## src/common/rx_frame_check_params.svh

```systemverilog
`ifndef RX_FRAME_CHECK_PARAMS_SVH
`define RX_FRAME_CHECK_PARAMS_SVH

// register word indices, byte address is four times the index
`define IDX_CRC_CFG     6'h12
`define IDX_RX_STATUS   6'h13
`define IDX_IRQ_STATUS  6'h20
`define IDX_IRQ_MASK    6'h21
`define IDX_RX_CTRL     6'h22

`define CFG_RESET       32'h0000_0000
`define CFG_WMASK       32'hffff_0fff
`define STATUS_RESET    32'h0000_0000
`define CTRL_RESET      2'h0
`define IRQ_RESET       4'h0

// interrupt event bit positions
`define IRQ_BIT_DONE    0
`define IRQ_BIT_COLL    1
`define IRQ_BIT_PROTO   2
`define IRQ_BIT_INTEG   3

// control register bit positions
`define CTRL_BIT_MULTI  0
`define CTRL_BIT_REVPAR 1

`define PRESET_000      16'h0000
`define PRESET_001      16'h6363
`define PRESET_010      16'ha671
`define PRESET_011      16'hffff
`define PRESET_100      16'h0012
`define PRESET_101      16'he012

`define POLY16_REFL     16'h8408
`define POLY5_REFL      5'h12
`define RESIDUE16_INV   16'hf0b8
`define RESIDUE5_INV    5'h18
`define COLL_POS_MAX    12'h07f

`endif

```

## src/common/rx_frame_check_pkg.sv

```systemverilog
`default_nettype none
package rx_frame_check_pkg;

  typedef struct packed {
    logic [15:0] preset_value;
    logic [3:0]  rfu;
    logic        parity_odd;
    logic        parity_en;
    logic        keep_after_coll;
    logic [2:0]  bit_align;
    logic [2:0]  preset_sel;
    logic        crc5;
    logic        check_invert;
    logic        check_en;
  } crc_cfg_t;

  typedef struct packed {
    logic [5:0] rfu;
    logic [6:0] first_collision_position;
    logic       collision;
    logic       protocol_err;
    logic       integrity_err;
    logic [2:0] last_bits;
    logic [3:0] frames;
    logic [8:0] bytes;
  } rx_status_t;

  typedef struct packed {
    logic valid;
    logic data;
    logic coll;
  } rx_bit_t;

  typedef enum logic [1:0] {MODE_TYPE_A, MODE_TYPE_B, MODE_FAST} mode_t;

  typedef enum logic {ST_IDLE, ST_RECV} rx_state_t;

endpackage
`default_nettype wire

```

## src/verilog/rx_crc_engine.sv

```systemverilog
`default_nettype none
`include "rx_frame_check_params.svh"
module rx_crc_engine
  import rx_frame_check_pkg::*;
(
  input  wire logic        clk,
  input  wire logic        rst,
  input  wire logic        i_load,
  input  wire logic [15:0] i_preset,
  input  wire logic        i_crc5,
  input  wire logic        i_bit_valid,
  input  wire logic        i_bit,
  output logic      [15:0] o_crc
);

  logic [15:0] crc_q;
  logic [15:0] crc_d;
  logic        fb;

  // lsb-first reflected register; the 5-bit form lives in the low bits
  always_comb begin
    crc_d = crc_q;
    fb    = crc_q[0] ^ i_bit;
    if (i_load) begin
      crc_d = i_crc5 ? {11'h000, i_preset[4:0]} : i_preset;
    end else if (i_bit_valid) begin
      if (i_crc5) begin
        crc_d = {11'h000, 1'b0, crc_q[4:1]} ^ (fb ? {11'h000, `POLY5_REFL} : 16'h0000);
      end else begin
        crc_d = {1'b0, crc_q[15:1]} ^ (fb ? `POLY16_REFL : 16'h0000);
      end
    end
  end

  always_ff @(posedge clk) begin
    if (rst) begin
      crc_q <= 16'h0000;
    end else begin
      crc_q <= crc_d;
    end
  end

  assign o_crc = crc_q;

endmodule // rx_crc_engine
`default_nettype wire

```

## src/verilog/rx_irq_ctrl.sv

```systemverilog
`default_nettype none
`include "rx_frame_check_params.svh"
module rx_irq_ctrl
  import rx_frame_check_pkg::*;
(
  input  wire logic       clk,
  input  wire logic       rst,
  input  wire logic [3:0] i_event,
  input  wire logic [3:0] i_clear,
  input  wire logic       i_mask_wr,
  input  wire logic [3:0] i_mask,
  output logic      [3:0] o_status,
  output logic      [3:0] o_mask,
  output logic            o_irq
);

  logic [3:0] stat_q;
  logic [3:0] stat_d;
  logic [3:0] mask_q;
  logic [3:0] mask_d;
  logic       irq_q;
  logic       irq_d;

  // an event in the clearing cycle survives the clear
  always_comb begin
    stat_d = (stat_q & ~i_clear) | i_event;
    mask_d = i_mask_wr ? i_mask : mask_q;
    irq_d  = |(stat_d & mask_d);
  end

  always_ff @(posedge clk) begin
    if (rst) begin
      stat_q <= `IRQ_RESET;
      mask_q <= `IRQ_RESET;
      irq_q  <= 1'b0;
    end else begin
      stat_q <= stat_d;
      mask_q <= mask_d;
      irq_q  <= irq_d;
    end
  end

  assign o_status = stat_q;
  assign o_mask   = mask_q;
  assign o_irq    = irq_q;

endmodule // rx_irq_ctrl
`default_nettype wire

```

## src/verilog/rx_frame_check_status.sv

```systemverilog
// Contract
// - codes 100/101 load 0012h/E012h, 111 arbitrary
// - codes 000-011 presets; detector writes select code
// - type bit: clear 16-bit, set 5-bit
// - invert bit compares against residue F0B8h, or 18h in 5-bit form
// - detector clears invert for A/fast, sets B
// - enable checks CRC; detector sets for B/fast
// - bits 25:19 hold first collision position
// - collision position includes bit alignment offset
// - alignment gives first bit's position in byte
// - bit 18 set on any collision
// - bit 17 set on protocol error
// - protocol error stops reception immediately
// - error flags clear at next reception start
// - bit 16 on parity/CRC error, keep receiving
// - reversed parity stop: parity error not flagged
// - bits 15:13 valid bits of last byte
// - bits 12:9 count frames at receive interrupt
// - bits 8:0 byte count of the last frame
`default_nettype none
`include "rx_frame_check_params.svh"
module rx_frame_check_status
  import rx_frame_check_pkg::*;
(
  input  wire logic        I_SYS_CLK,
  input  wire logic        I_RST,
  input  wire logic        I_WB_CYC,
  input  wire logic        I_WB_STB,
  input  wire logic        I_WB_WE,
  input  wire logic [7:0]  I_WB_ADR,
  input  wire logic [3:0]  I_WB_SEL,
  input  wire logic [31:0] I_WB_DAT,
  output logic      [31:0] O_WB_DAT,
  output logic             O_WB_ACK,
  input  wire logic        I_RX_ENABLE,
  input  wire logic        I_RX_START,
  input  wire rx_bit_t     I_RX_BIT,
  input  wire logic        I_RX_PARITY_ERR,
  input  wire logic        I_RX_PROTOCOL_ERR,
  input  wire logic        I_RX_END,
  input  wire logic        I_MODE_DET_VALID,
  input  wire mode_t       I_MODE_DET_TYPE,
  output logic             O_RX_STOP,
  output logic             O_IRQ
);

  ////////////////////////////////////////////////////////////////////////////
  // helpers

  function automatic logic [31:0] apply_sel(input logic [31:0] old_v,
                                            input logic [31:0] new_v,
                                            input logic [3:0]  sel);
    logic [31:0] res;
    res = old_v;
    for (int b = 0; b < 4; b++) begin
      if (sel[b]) begin
        res[b*8 +: 8] = new_v[b*8 +: 8];
      end
    end
    return res;
  endfunction

  function automatic logic [15:0] preset_of(input crc_cfg_t c);
    logic [15:0] p;
    unique case (c.preset_sel)
      3'h0: p = `PRESET_000;
      3'h1: p = `PRESET_001;
      3'h2: p = `PRESET_010;
      3'h3: p = `PRESET_011;
      3'h4: p = `PRESET_100;
      3'h5: p = `PRESET_101;
      3'h6: p = `PRESET_000;
      3'h7: p = c.preset_value;
    endcase
    // 5-bit calculation only looks at the low byte
    if (c.crc5) begin
      p = {8'h00, p[7:0]};
    end
    return p;
  endfunction

  ////////////////////////////////////////////////////////////////////////////
  // bus decode

  logic        acc;
  logic        wr;
  logic [5:0]  idx;
  logic        ack_q;
  logic        ack_d;
  logic [31:0] rdat_q;
  logic [31:0] rdat_d;

  assign acc = I_WB_CYC & I_WB_STB & ~ack_q;
  assign wr  = acc & I_WB_WE;
  assign idx = I_WB_ADR[7:2];

  ////////////////////////////////////////////////////////////////////////////
  // configuration and control registers

  crc_cfg_t   cfg_q;
  crc_cfg_t   cfg_d;
  logic [1:0] ctrl_q;
  logic [1:0] ctrl_d;
  logic [31:0] ctrl_w;

  always_comb begin
    cfg_d  = cfg_q;
    ctrl_d = ctrl_q;
    ctrl_w = apply_sel({30'h0, ctrl_q}, I_WB_DAT, I_WB_SEL);
    if (wr && idx == `IDX_CRC_CFG) begin
      cfg_d = crc_cfg_t'(apply_sel(cfg_q, I_WB_DAT, I_WB_SEL) & `CFG_WMASK);
    end
    if (wr && idx == `IDX_RX_CTRL) begin
      ctrl_d = ctrl_w[1:0];
    end
    // detector result beats a software write in the same cycle
    if (I_MODE_DET_VALID) begin
      unique case (I_MODE_DET_TYPE)
        MODE_TYPE_A: begin
          cfg_d.preset_sel   = 3'h1;
          cfg_d.check_invert = 1'b0;
          cfg_d.parity_en    = 1'b1;
          cfg_d.parity_odd   = 1'b1;
        end
        MODE_TYPE_B: begin
          cfg_d.preset_sel   = 3'h3;
          cfg_d.check_invert = 1'b1;
          cfg_d.check_en     = 1'b1;
        end
        MODE_FAST: begin
          cfg_d.preset_sel   = 3'h0;
          cfg_d.check_invert = 1'b0;
          cfg_d.check_en     = 1'b1;
        end
        default: begin
          cfg_d = cfg_q;
        end
      endcase
    end
  end

  always_ff @(posedge I_SYS_CLK) begin
    if (I_RST) begin
      cfg_q  <= crc_cfg_t'(`CFG_RESET);
      ctrl_q <= `CTRL_RESET;
    end else begin
      cfg_q  <= cfg_d;
      ctrl_q <= ctrl_d;
    end
  end

  ////////////////////////////////////////////////////////////////////////////
  // crc engine

  logic [15:0] crc;
  logic        crc_load;
  logic        bit_take;
  rx_state_t   st_q;
  rx_state_t   st_d;

  assign crc_load = I_RX_START;
  assign bit_take = I_RX_BIT.valid & (st_q == ST_RECV) & ~I_RX_START;

  rx_crc_engine u_crc (
    .clk         (I_SYS_CLK),
    .rst         (I_RST),
    .i_load      (crc_load),
    .i_preset    (preset_of(cfg_q)),
    .i_crc5      (cfg_q.crc5),
    .i_bit_valid (bit_take),
    .i_bit       (I_RX_BIT.data),
    .o_crc       (crc)
  );

  logic crc_bad;

  always_comb begin
    if (cfg_q.crc5) begin
      crc_bad = crc[4:0] != (cfg_q.check_invert ? `RESIDUE5_INV : 5'h00);
    end else begin
      crc_bad = crc != (cfg_q.check_invert ? `RESIDUE16_INV : 16'h0000);
    end
  end

  ////////////////////////////////////////////////////////////////////////////
  // reception tracking

  logic [11:0] pos_q;
  logic [11:0] pos_d;
  logic        seen_q;
  logic        seen_d;
  logic [6:0]  cpos_q;
  logic [6:0]  cpos_d;
  logic        coll_q;
  logic        coll_d;
  logic        perr_q;
  logic        perr_d;
  logic        derr_q;
  logic        derr_d;
  logic [8:0]  bytes_q;
  logic [8:0]  bytes_d;
  logic [2:0]  last_q;
  logic [2:0]  last_d;
  logic [3:0]  frames_q;
  logic [3:0]  frames_d;
  logic        stop_q;
  logic        stop_d;
  logic [3:0]  ev;
  logic        finish;

  always_comb begin
    st_d     = st_q;
    pos_d    = pos_q;
    seen_d   = seen_q;
    cpos_d   = cpos_q;
    coll_d   = coll_q;
    perr_d   = perr_q;
    derr_d   = derr_q;
    bytes_d  = bytes_q;
    last_d   = last_q;
    frames_d = frames_q;
    stop_d   = 1'b0;
    ev       = 4'h0;
    finish   = 1'b0;
    if (I_RX_ENABLE) begin
      frames_d = 4'h0;
    end
    if (I_RX_START) begin
      st_d   = ST_RECV;
      pos_d  = {9'h000, cfg_q.bit_align};
      seen_d = 1'b0;
      cpos_d = 7'h00;
      coll_d = 1'b0;
      perr_d = 1'b0;
      derr_d = 1'b0;
      if (!ctrl_q[`CTRL_BIT_MULTI]) begin
        frames_d = 4'h0;
      end
    end else if (st_q == ST_RECV) begin
      if (bit_take) begin
        // position counts data bits only, offset by the alignment
        if (I_RX_BIT.coll) begin
          coll_d = 1'b1;
          if (!seen_q) begin
            seen_d = 1'b1;
            ev[`IRQ_BIT_COLL] = 1'b1;
            cpos_d = (pos_q > `COLL_POS_MAX) ? 7'h7f : pos_q[6:0];
          end
        end
        if (pos_q != 12'hfff) begin
          pos_d = pos_q + 12'h001;
        end
      end
      if (I_RX_PARITY_ERR && cfg_q.parity_en && !ctrl_q[`CTRL_BIT_REVPAR]) begin
        derr_d = 1'b1;
      end
      if (I_RX_PROTOCOL_ERR) begin
        perr_d = 1'b1;
        stop_d = 1'b1;
        ev[`IRQ_BIT_PROTO] = 1'b1;
        finish = 1'b1;
      end else if (I_RX_END) begin
        finish = 1'b1;
        if (cfg_q.check_en && crc_bad) begin
          derr_d = 1'b1;
        end
      end
      if (finish) begin
        st_d    = ST_IDLE;
        // partial last byte rounds the byte count up
        bytes_d = pos_q[11:3] + {8'h00, |pos_q[2:0]};
        last_d  = pos_q[2:0];
        frames_d = frames_d + 4'h1;
        ev[`IRQ_BIT_DONE] = 1'b1;
      end
    end
    if (derr_d && !derr_q) begin
      ev[`IRQ_BIT_INTEG] = 1'b1;
    end
  end

  always_ff @(posedge I_SYS_CLK) begin
    if (I_RST) begin
      st_q     <= ST_IDLE;
      pos_q    <= 12'h000;
      seen_q   <= 1'b0;
      cpos_q   <= 7'h00;
      coll_q   <= 1'b0;
      perr_q   <= 1'b0;
      derr_q   <= 1'b0;
      bytes_q  <= 9'h000;
      last_q   <= 3'h0;
      frames_q <= 4'h0;
      stop_q   <= 1'b0;
    end else begin
      st_q     <= st_d;
      pos_q    <= pos_d;
      seen_q   <= seen_d;
      cpos_q   <= cpos_d;
      coll_q   <= coll_d;
      perr_q   <= perr_d;
      derr_q   <= derr_d;
      bytes_q  <= bytes_d;
      last_q   <= last_d;
      frames_q <= frames_d;
      stop_q   <= stop_d;
    end
  end

  rx_status_t status;

  always_comb begin
    status                          = rx_status_t'(`STATUS_RESET);
    status.first_collision_position = cpos_q;
    status.collision                = coll_q;
    status.protocol_err             = perr_q;
    status.integrity_err            = derr_q;
    status.last_bits                = last_q;
    status.frames                   = frames_q;
    status.bytes                    = bytes_q;
  end

  ////////////////////////////////////////////////////////////////////////////
  // interrupts

  logic [3:0]  irq_stat;
  logic [3:0]  irq_mask;
  logic [31:0] clr_w;
  logic [31:0] mask_w;

  assign clr_w  = apply_sel(32'h0, I_WB_DAT, I_WB_SEL);
  assign mask_w = apply_sel({28'h0, irq_mask}, I_WB_DAT, I_WB_SEL);

  rx_irq_ctrl u_irq (
    .clk       (I_SYS_CLK),
    .rst       (I_RST),
    .i_event   (ev),
    .i_clear   ((wr && idx == `IDX_IRQ_STATUS) ? clr_w[3:0] : 4'h0),
    .i_mask_wr (wr && idx == `IDX_IRQ_MASK),
    .i_mask    (mask_w[3:0]),
    .o_status  (irq_stat),
    .o_mask    (irq_mask),
    .o_irq     (O_IRQ)
  );

  ////////////////////////////////////////////////////////////////////////////
  // read path and acknowledge

  always_comb begin
    ack_d  = acc;
    rdat_d = rdat_q;
    if (acc) begin
      unique case (idx)
        `IDX_CRC_CFG:    rdat_d = cfg_q;
        `IDX_RX_STATUS:  rdat_d = status;
        `IDX_IRQ_STATUS: rdat_d = {28'h0, irq_stat};
        `IDX_IRQ_MASK:   rdat_d = {28'h0, irq_mask};
        `IDX_RX_CTRL:    rdat_d = {30'h0, ctrl_q};
        default:         rdat_d = 32'h0;
      endcase
    end
  end

  always_ff @(posedge I_SYS_CLK) begin
    if (I_RST) begin
      ack_q  <= 1'b0;
      rdat_q <= 32'h0;
    end else begin
      ack_q  <= ack_d;
      rdat_q <= rdat_d;
    end
  end

  assign O_WB_ACK  = ack_q;
  assign O_WB_DAT  = rdat_q;
  assign O_RX_STOP = stop_q;

endmodule // rx_frame_check_status
`default_nettype wire

```

## config.mk

```make
export PLATFORM = sky130hd
export DESIGN_NAME = rx_frame_check_status
export DESIGN_NICKNAME = d
export VERILOG_FILES = /design/src/common/rx_frame_check_pkg.sv /design/src/verilog/rx_crc_engine.sv /design/src/verilog/rx_irq_ctrl.sv /design/src/verilog/rx_frame_check_status.sv
export VERILOG_INCLUDE_DIRS = /design/src /design/src/common
export SDC_FILE = /design/constraint.sdc
export NUM_CORES = 1
export LEC_CHECK = 0
export BUFFER_PORTS_ARGS = -buffer_cell sky130_fd_sc_hd__buf_2
export CAP_MARGIN = 20
export CORE_AREA = 4 4 117 119
export CTS_CLUSTER_SIZE = 10
export DETAILED_ROUTE_END_ITERATION = 8
export DIE_AREA = 0 0 121 123
export PLACE_DENSITY = 0.73
export SYNTH_ARGS = -nofsm -noshare
export SYNTH_HDL_FRONTEND = slang
export SYNTH_HIERARCHICAL = 1
export SYNTH_SLANG_ARGS = --single-unit
```

## constraint.sdc

```tcl
create_clock -name I_SYS_CLK -period 2 [get_ports I_SYS_CLK]
set_input_delay 0.2 -clock I_SYS_CLK [delete_from_list [all_inputs] [get_ports I_SYS_CLK]]
set_output_delay 0.2 -clock I_SYS_CLK [all_outputs]
set_load 0.05 [all_outputs]
```

**Word level (Yosys, flattened, before mapping)**

Index checks and enable logic that the tools add are counted.

- Muxes and demuxes: 60
- $lt $le $gt $ge: 1
- Reductions and logical operators: 34
- $add $sub $neg: 3
- Bitwise gates (word level): 16
- Equality and inequality tests: 21

Operator list:

| cell | number |
|---|---|
| one-hot mux 32 bit (5 select lines) | 1 |
| two-way mux 16 bit | 7 |
| one-hot mux 16 bit (7 select lines) | 1 |
| two-way mux 32 bit | 2 |
| two-way mux 4 bit | 11 |
| two-way mux 8 bit | 3 |
| two-way mux 1 bit | 21 |
| two-way mux 20 bit | 1 |
| == test 6 bit, second input constant | 3 |
| two-way mux 3 bit | 6 |
| AND reduction 3 bit | 6 |
| != test 16 bit | 1 |
| bitwise XOR 15 x 16 -> 16 bit | 1 |
| bitwise XOR 4 x 16 -> 16 bit | 1 |
| adder 12 x 1 -> 12 bit, second input constant | 1 |
| == test 3 bit, second input constant | 4 |
| == test 6 x 5 -> 1 bit, second input constant | 2 |
| > comparator 12 x 7 -> 1 bit, second input constant | 1 |
| != test 12 bit, second input constant | 1 |
| two-way mux 5 bit | 2 |
| nonzero test 2 bit | 5 |
| adder 9 x 1 -> 9 bit | 1 |
| one-hot mux 3 bit (3 select lines) | 1 |
| OR reduction 3 bit | 3 |
| 26 further kinds | 49 |

- Output and inout bits: 35
- Word-level logic and storage cells: 163
- Flip-flop bits (word level): 132

**Longest topological paths before layout**

- Word-level depth: 14
- Depth in mapped cells: 10
- Mapped depth without buffers: 9

**Modules after synthesis**

Netlist, hierarchy kept.

By module, submodules not included:

| module | area each (um2) | times used | sequential area each (um2) | cells an instance |
|---|---|---|---|---|
| rx_frame_check_status | 4,996.0 | 1 | 2,062.0 | 610 |
| rx_crc_engine | 870.8 | 1 | 320.3 | 108 |
| rx_irq_ctrl | 345.3 | 1 | 180.2 | 37 |

**Worst setup path after synthesis**

OpenSTA, ideal clock, no wires.

- Path kind: register to register
- Start: register ack_q, in the netlist O_WB_ACK
- End: register u_irq.irq_q, in the netlist u_irq/o_irq
- Setup time: 0.125 ns
- Data required time: 1.875 ns
- Setup slack: -0.414 ns
- Cell stages (with the launch flop): 11
- Path buffers: 4
- Data arrival time: 2.289 ns
- Path through: dfxtp_1 -> and3b_1 -> buf_2 -> and2_0 -> buf_2 -> buf_2 -> and2_1 -> buf_6 -> mux2i_1 -> a21oi_1 -> o41a_1

- Word-level cells in the longest chain between the ends: 10

Ends and longest elaborated chain:

| element | line | source |
|---|---|---|
| from (decl) | rx_frame_check_status.sv:88 | `logic ack_q;` |
| from (signal assigned) | rx_frame_check_status.sv:369 | `ack_q <= ack_d;` |
| NOT 1 bit * | rx_frame_check_status.sv:93 | `assign acc = I_WB_CYC & I_WB_STB & ~ack_q;` |
| bitwise AND 1 bit * | rx_frame_check_status.sv:93 |  |
| bitwise AND 1 bit * | rx_frame_check_status.sv:94 | `assign wr = acc & I_WB_WE;` |
| logical AND 1 bit (no source line) | - |  |
| two-way mux 4 bit | rx_frame_check_status.sv:338 | `` .i_clear ((wr && idx == `IDX_IRQ_STATUS) ? clr_w[3:0] : 4'h0), `` |
| NOT 4 bit | rx_irq_ctrl.sv:26 | `stat_d = (stat_q & ~i_clear) \| i_event;` |
| bitwise AND 4 bit | rx_irq_ctrl.sv:26 |  |
| bitwise OR 4 bit | rx_irq_ctrl.sv:26 |  |
| bitwise AND 4 bit * | rx_irq_ctrl.sv:28 | `irq_d = \|(stat_d & mask_d);` |
| OR reduction 4 bit * | rx_irq_ctrl.sv:28 |  |
| to (signal assigned) | rx_irq_ctrl.sv:39 | `irq_q <= irq_d;` |
| to (decl) | rx_irq_ctrl.sv:21 | `logic irq_q;` |

Every way passes the cells marked *; elsewhere a longest branch is shown, timed or not.
A chain may end at the register's enable or synchronous reset.

**Worst setup path in the final report**

Ends and elaborated chain as after synthesis.

==> flow_metrics.tcl <==
set metrics [dict create \
    outcome "finished, final reports clean" \
    max_cap_viol_count 0 \
    initial_core_util_pct 49.4 \
    die-area_um2 14900 \
    fin_nets 924 \
    synth_cell_types 65 \
    first_iter_violations 444 \
    crit_type "reg2reg" \
    cp.required_ns 2.30 \
    grt_pass1_vias 5654 \
    clk_latency_ns 0.42 \
    startpoint_type "flip-flop" \
    min_path_type "in2reg" \
    synthFlopType "dfxtp_1" \
    wl_um 18300 \
    ant_nets 0 \
    cp-end-kind "flip-flop" \
    fmax_ghz 0.507 \
    io-pin-count 95 \
    vdd_drop_max_uv 524 \
    grt_max_degree 70 \
    yosysTopAreaCell "dfxtp_1" \
    drc 0 \
    period_share_pct 98.6 \
    p_per_area_nw_per_um2 870 \
    syn_inst 755 \
    num_vias 5964 \
    dieHeight_um 123 \
    drv_slew 0 \
    synth_edf_count 0 \
    cts_max_level 4 \
    worst_pin_slew_ns 0.872 \
    insertedDiodeCount 0 \
    vias_per_cell 5.75 \
    area_growth_pct 25.1 \
    grt_pass1_wl_um 29200 \
    hold_buffers 0 \
    path_cells "and3b_1, and2_0, and2_4, mux2i_1, a21oi_1, o41a_1" \
    cts_tree "done" \
    grt_setup_unrepaired "yes" \
    numClockSinks 128 \
    yosys_register_bits 128 \
    yosys_warnings 6 \
    avgRoutedWirePerCell_um 17.7 \
    crit_path_max_incr_delay_ns 0.42 \
    seq_area_frac_synth_pct 41.2 \
    yosys-top-cells-area "dfxtp_1 41%, nand2_1 7.5%, a21oi_1 5.8%, nor2_1 3.3%, mux2i_1 3.1%" \
    dp_hpwl_um 13200 \
    die_w_um 121 \
    io_buffers 88 \
    power_uw 6760 \
    clockBufferDepth 2 \
    syn_area_per_cell_um2 8.23 \
    synthTopCellsByCount "128 x dfxtp_1, 124 x nand2_1, 72 x a21oi_1, 54 x nor2_1, 35 x nand3_1" \
    relSlewSlack_pct 41.7 \
    fin_skew_ns 0.00476 \
    drt-pass1-iter-count 8 \
    cp_top_family "simple AND/OR/NAND/NOR gates" \
    drive_gt1_share_pct 23.4 \
    final-hold-violation-count 0 \
    slowest_stage "o41a_1" \
    finalSetupViolations 0 \
    antenna_found_initial 0 \
    syn_nets 826 \
    stdcell_area_um2 7770 \
    path_clk_slew_ns 0.06 \
    place_area_um2 6990 \
    synth_top_area_share_pct 41.2 \
    placeableCoreArea_um2 12600 \
    gp_congestion 0.938 \
    critPathMaxFanout 5 \
    worst_ep_arrival_time_ns 2.27 \
    grtUsageTotal_pct 25.0 \
    numCtsBuffers 17 \
    p_leak_uw 0.00295 \
    synthArstFlopShare_pct 0 \
    path_buf_inv 0 \
    synth_area_um2 6210 \
    cts-root-buf "clkbuf_16" \
    synth.most_common_cell "dfxtp_1" \
    grt_overflow 0 \
    min_period_ns 1.97 \
    std_cell_rows 41 \
]
-- metal layers --
metal	GRT usage, %	vias to the layer above	wire length, um
li1	-	2866	-
met1	33.2	2855	8040
met2	41.1	217	8930
met3	4.67	26	1080
met4	8.22	0	296
met5	0	-	0
-- worst min-delay path: stages --
cell,delay [ns]
buf_2,0.08
mux2i_1,0.06
nor2_1,0.07
-- stage by stage --
step                      instances  hold slack, ns  TNS (ns)  util, %  setup WS [ns]
after global routing           1038          0.0308   -0.0539     61.8        -0.0539
after detailed placement       1005           0.439   -0.0748     55.6        -0.0748
after CTS                      1038          0.0113   -0.0294     61.4        -0.0294
after global placement         1005           0.437   -0.0458     55.6        -0.0458
final                          1038          0.0200         0     61.8         0.0281
after floorplan                 755           0.340    -0.114        -         -0.114
-- final cells by class --
type,count,area [um^2]
clock buffer,20,467
clock inverter,12,229
fill,1057,4800
inverter,25,93.8
multi-input combinational,549,3390
sequential,128,2570
tap,172,215
timing repair buffer,132,808
-- power breakdown --
group,internal (uW),switching [uW]
combinational,210,296
sequential,2590,47.9
clock,2440,1170
-- placed cells by master, fill, tap and decap left out, types with 19 or more instances in the layout --
cell type,instances
dfxtp_1,126
nand2_1,124
buf_2,88
a21oi_1,72
nor2_1,54
buf_4,41
nand3_1,34
inv_1,25
a22oi_1,20
o21ai_1,20
mux2i_1,19
-- timing repair --
item                                    CTS  global route
cloned                                    0             0
buffers inserted                          1             0
endpoints found under the hold margin     0             0
endpoints found under the setup margin    1             4
pin swaps                                 3             2
gates resized for setup                   4            10
-- registers in the layout, summed over array words and instances (netlist names) --
name / cells
u_crc/o_crc: 16
derr_q: 1
coll_q: 1
ctrl_q: 2
u_irq/o_status: 4
bytes_q: 9
u_irq/o_mask: 4
frames_q: 4
perr_q: 1
cpos_q: 7
u_irq/o_irq: 1
cfg_q: 28
last_q: 3
O_RX_STOP: 1
st_q: 1
O_WB_DAT: 32
O_WB_ACK: 1
pos_q: 12
-- final timing paths --
kind	from	end	slack, ns	depth (start not counted)
worst min register to register	O_WB_DAT[9]$_SDFFE_PP0P_	O_WB_DAT[9]$_SDFFE_PP0P_	0.44	2
worst max-delay path	O_WB_ACK$_SDFF_PP0_	u_irq/o_irq$_SDFF_PP0_	0.03	6
worst max register to register	O_WB_ACK$_SDFF_PP0_	u_irq/o_irq$_SDFF_PP0_	0.03	6
worst min-delay path	I_WB_DAT[8]	cfg_q[8]$_SDFFE_PP0P_	0.02	3
-- cell families after synthesis --
group	Yosys count	share of synthesized area [%]
muxes	25	4.21
buffers and inverters	78	5.54
AOI/OAI and AO/OA	189	19.9
xor gates and xnor gates	15	2.11
adders and majority gates	11	2.22
and+or+nand+nor	309	24.8
DFF	128	41.2
(Power assumes the default switching activity.)
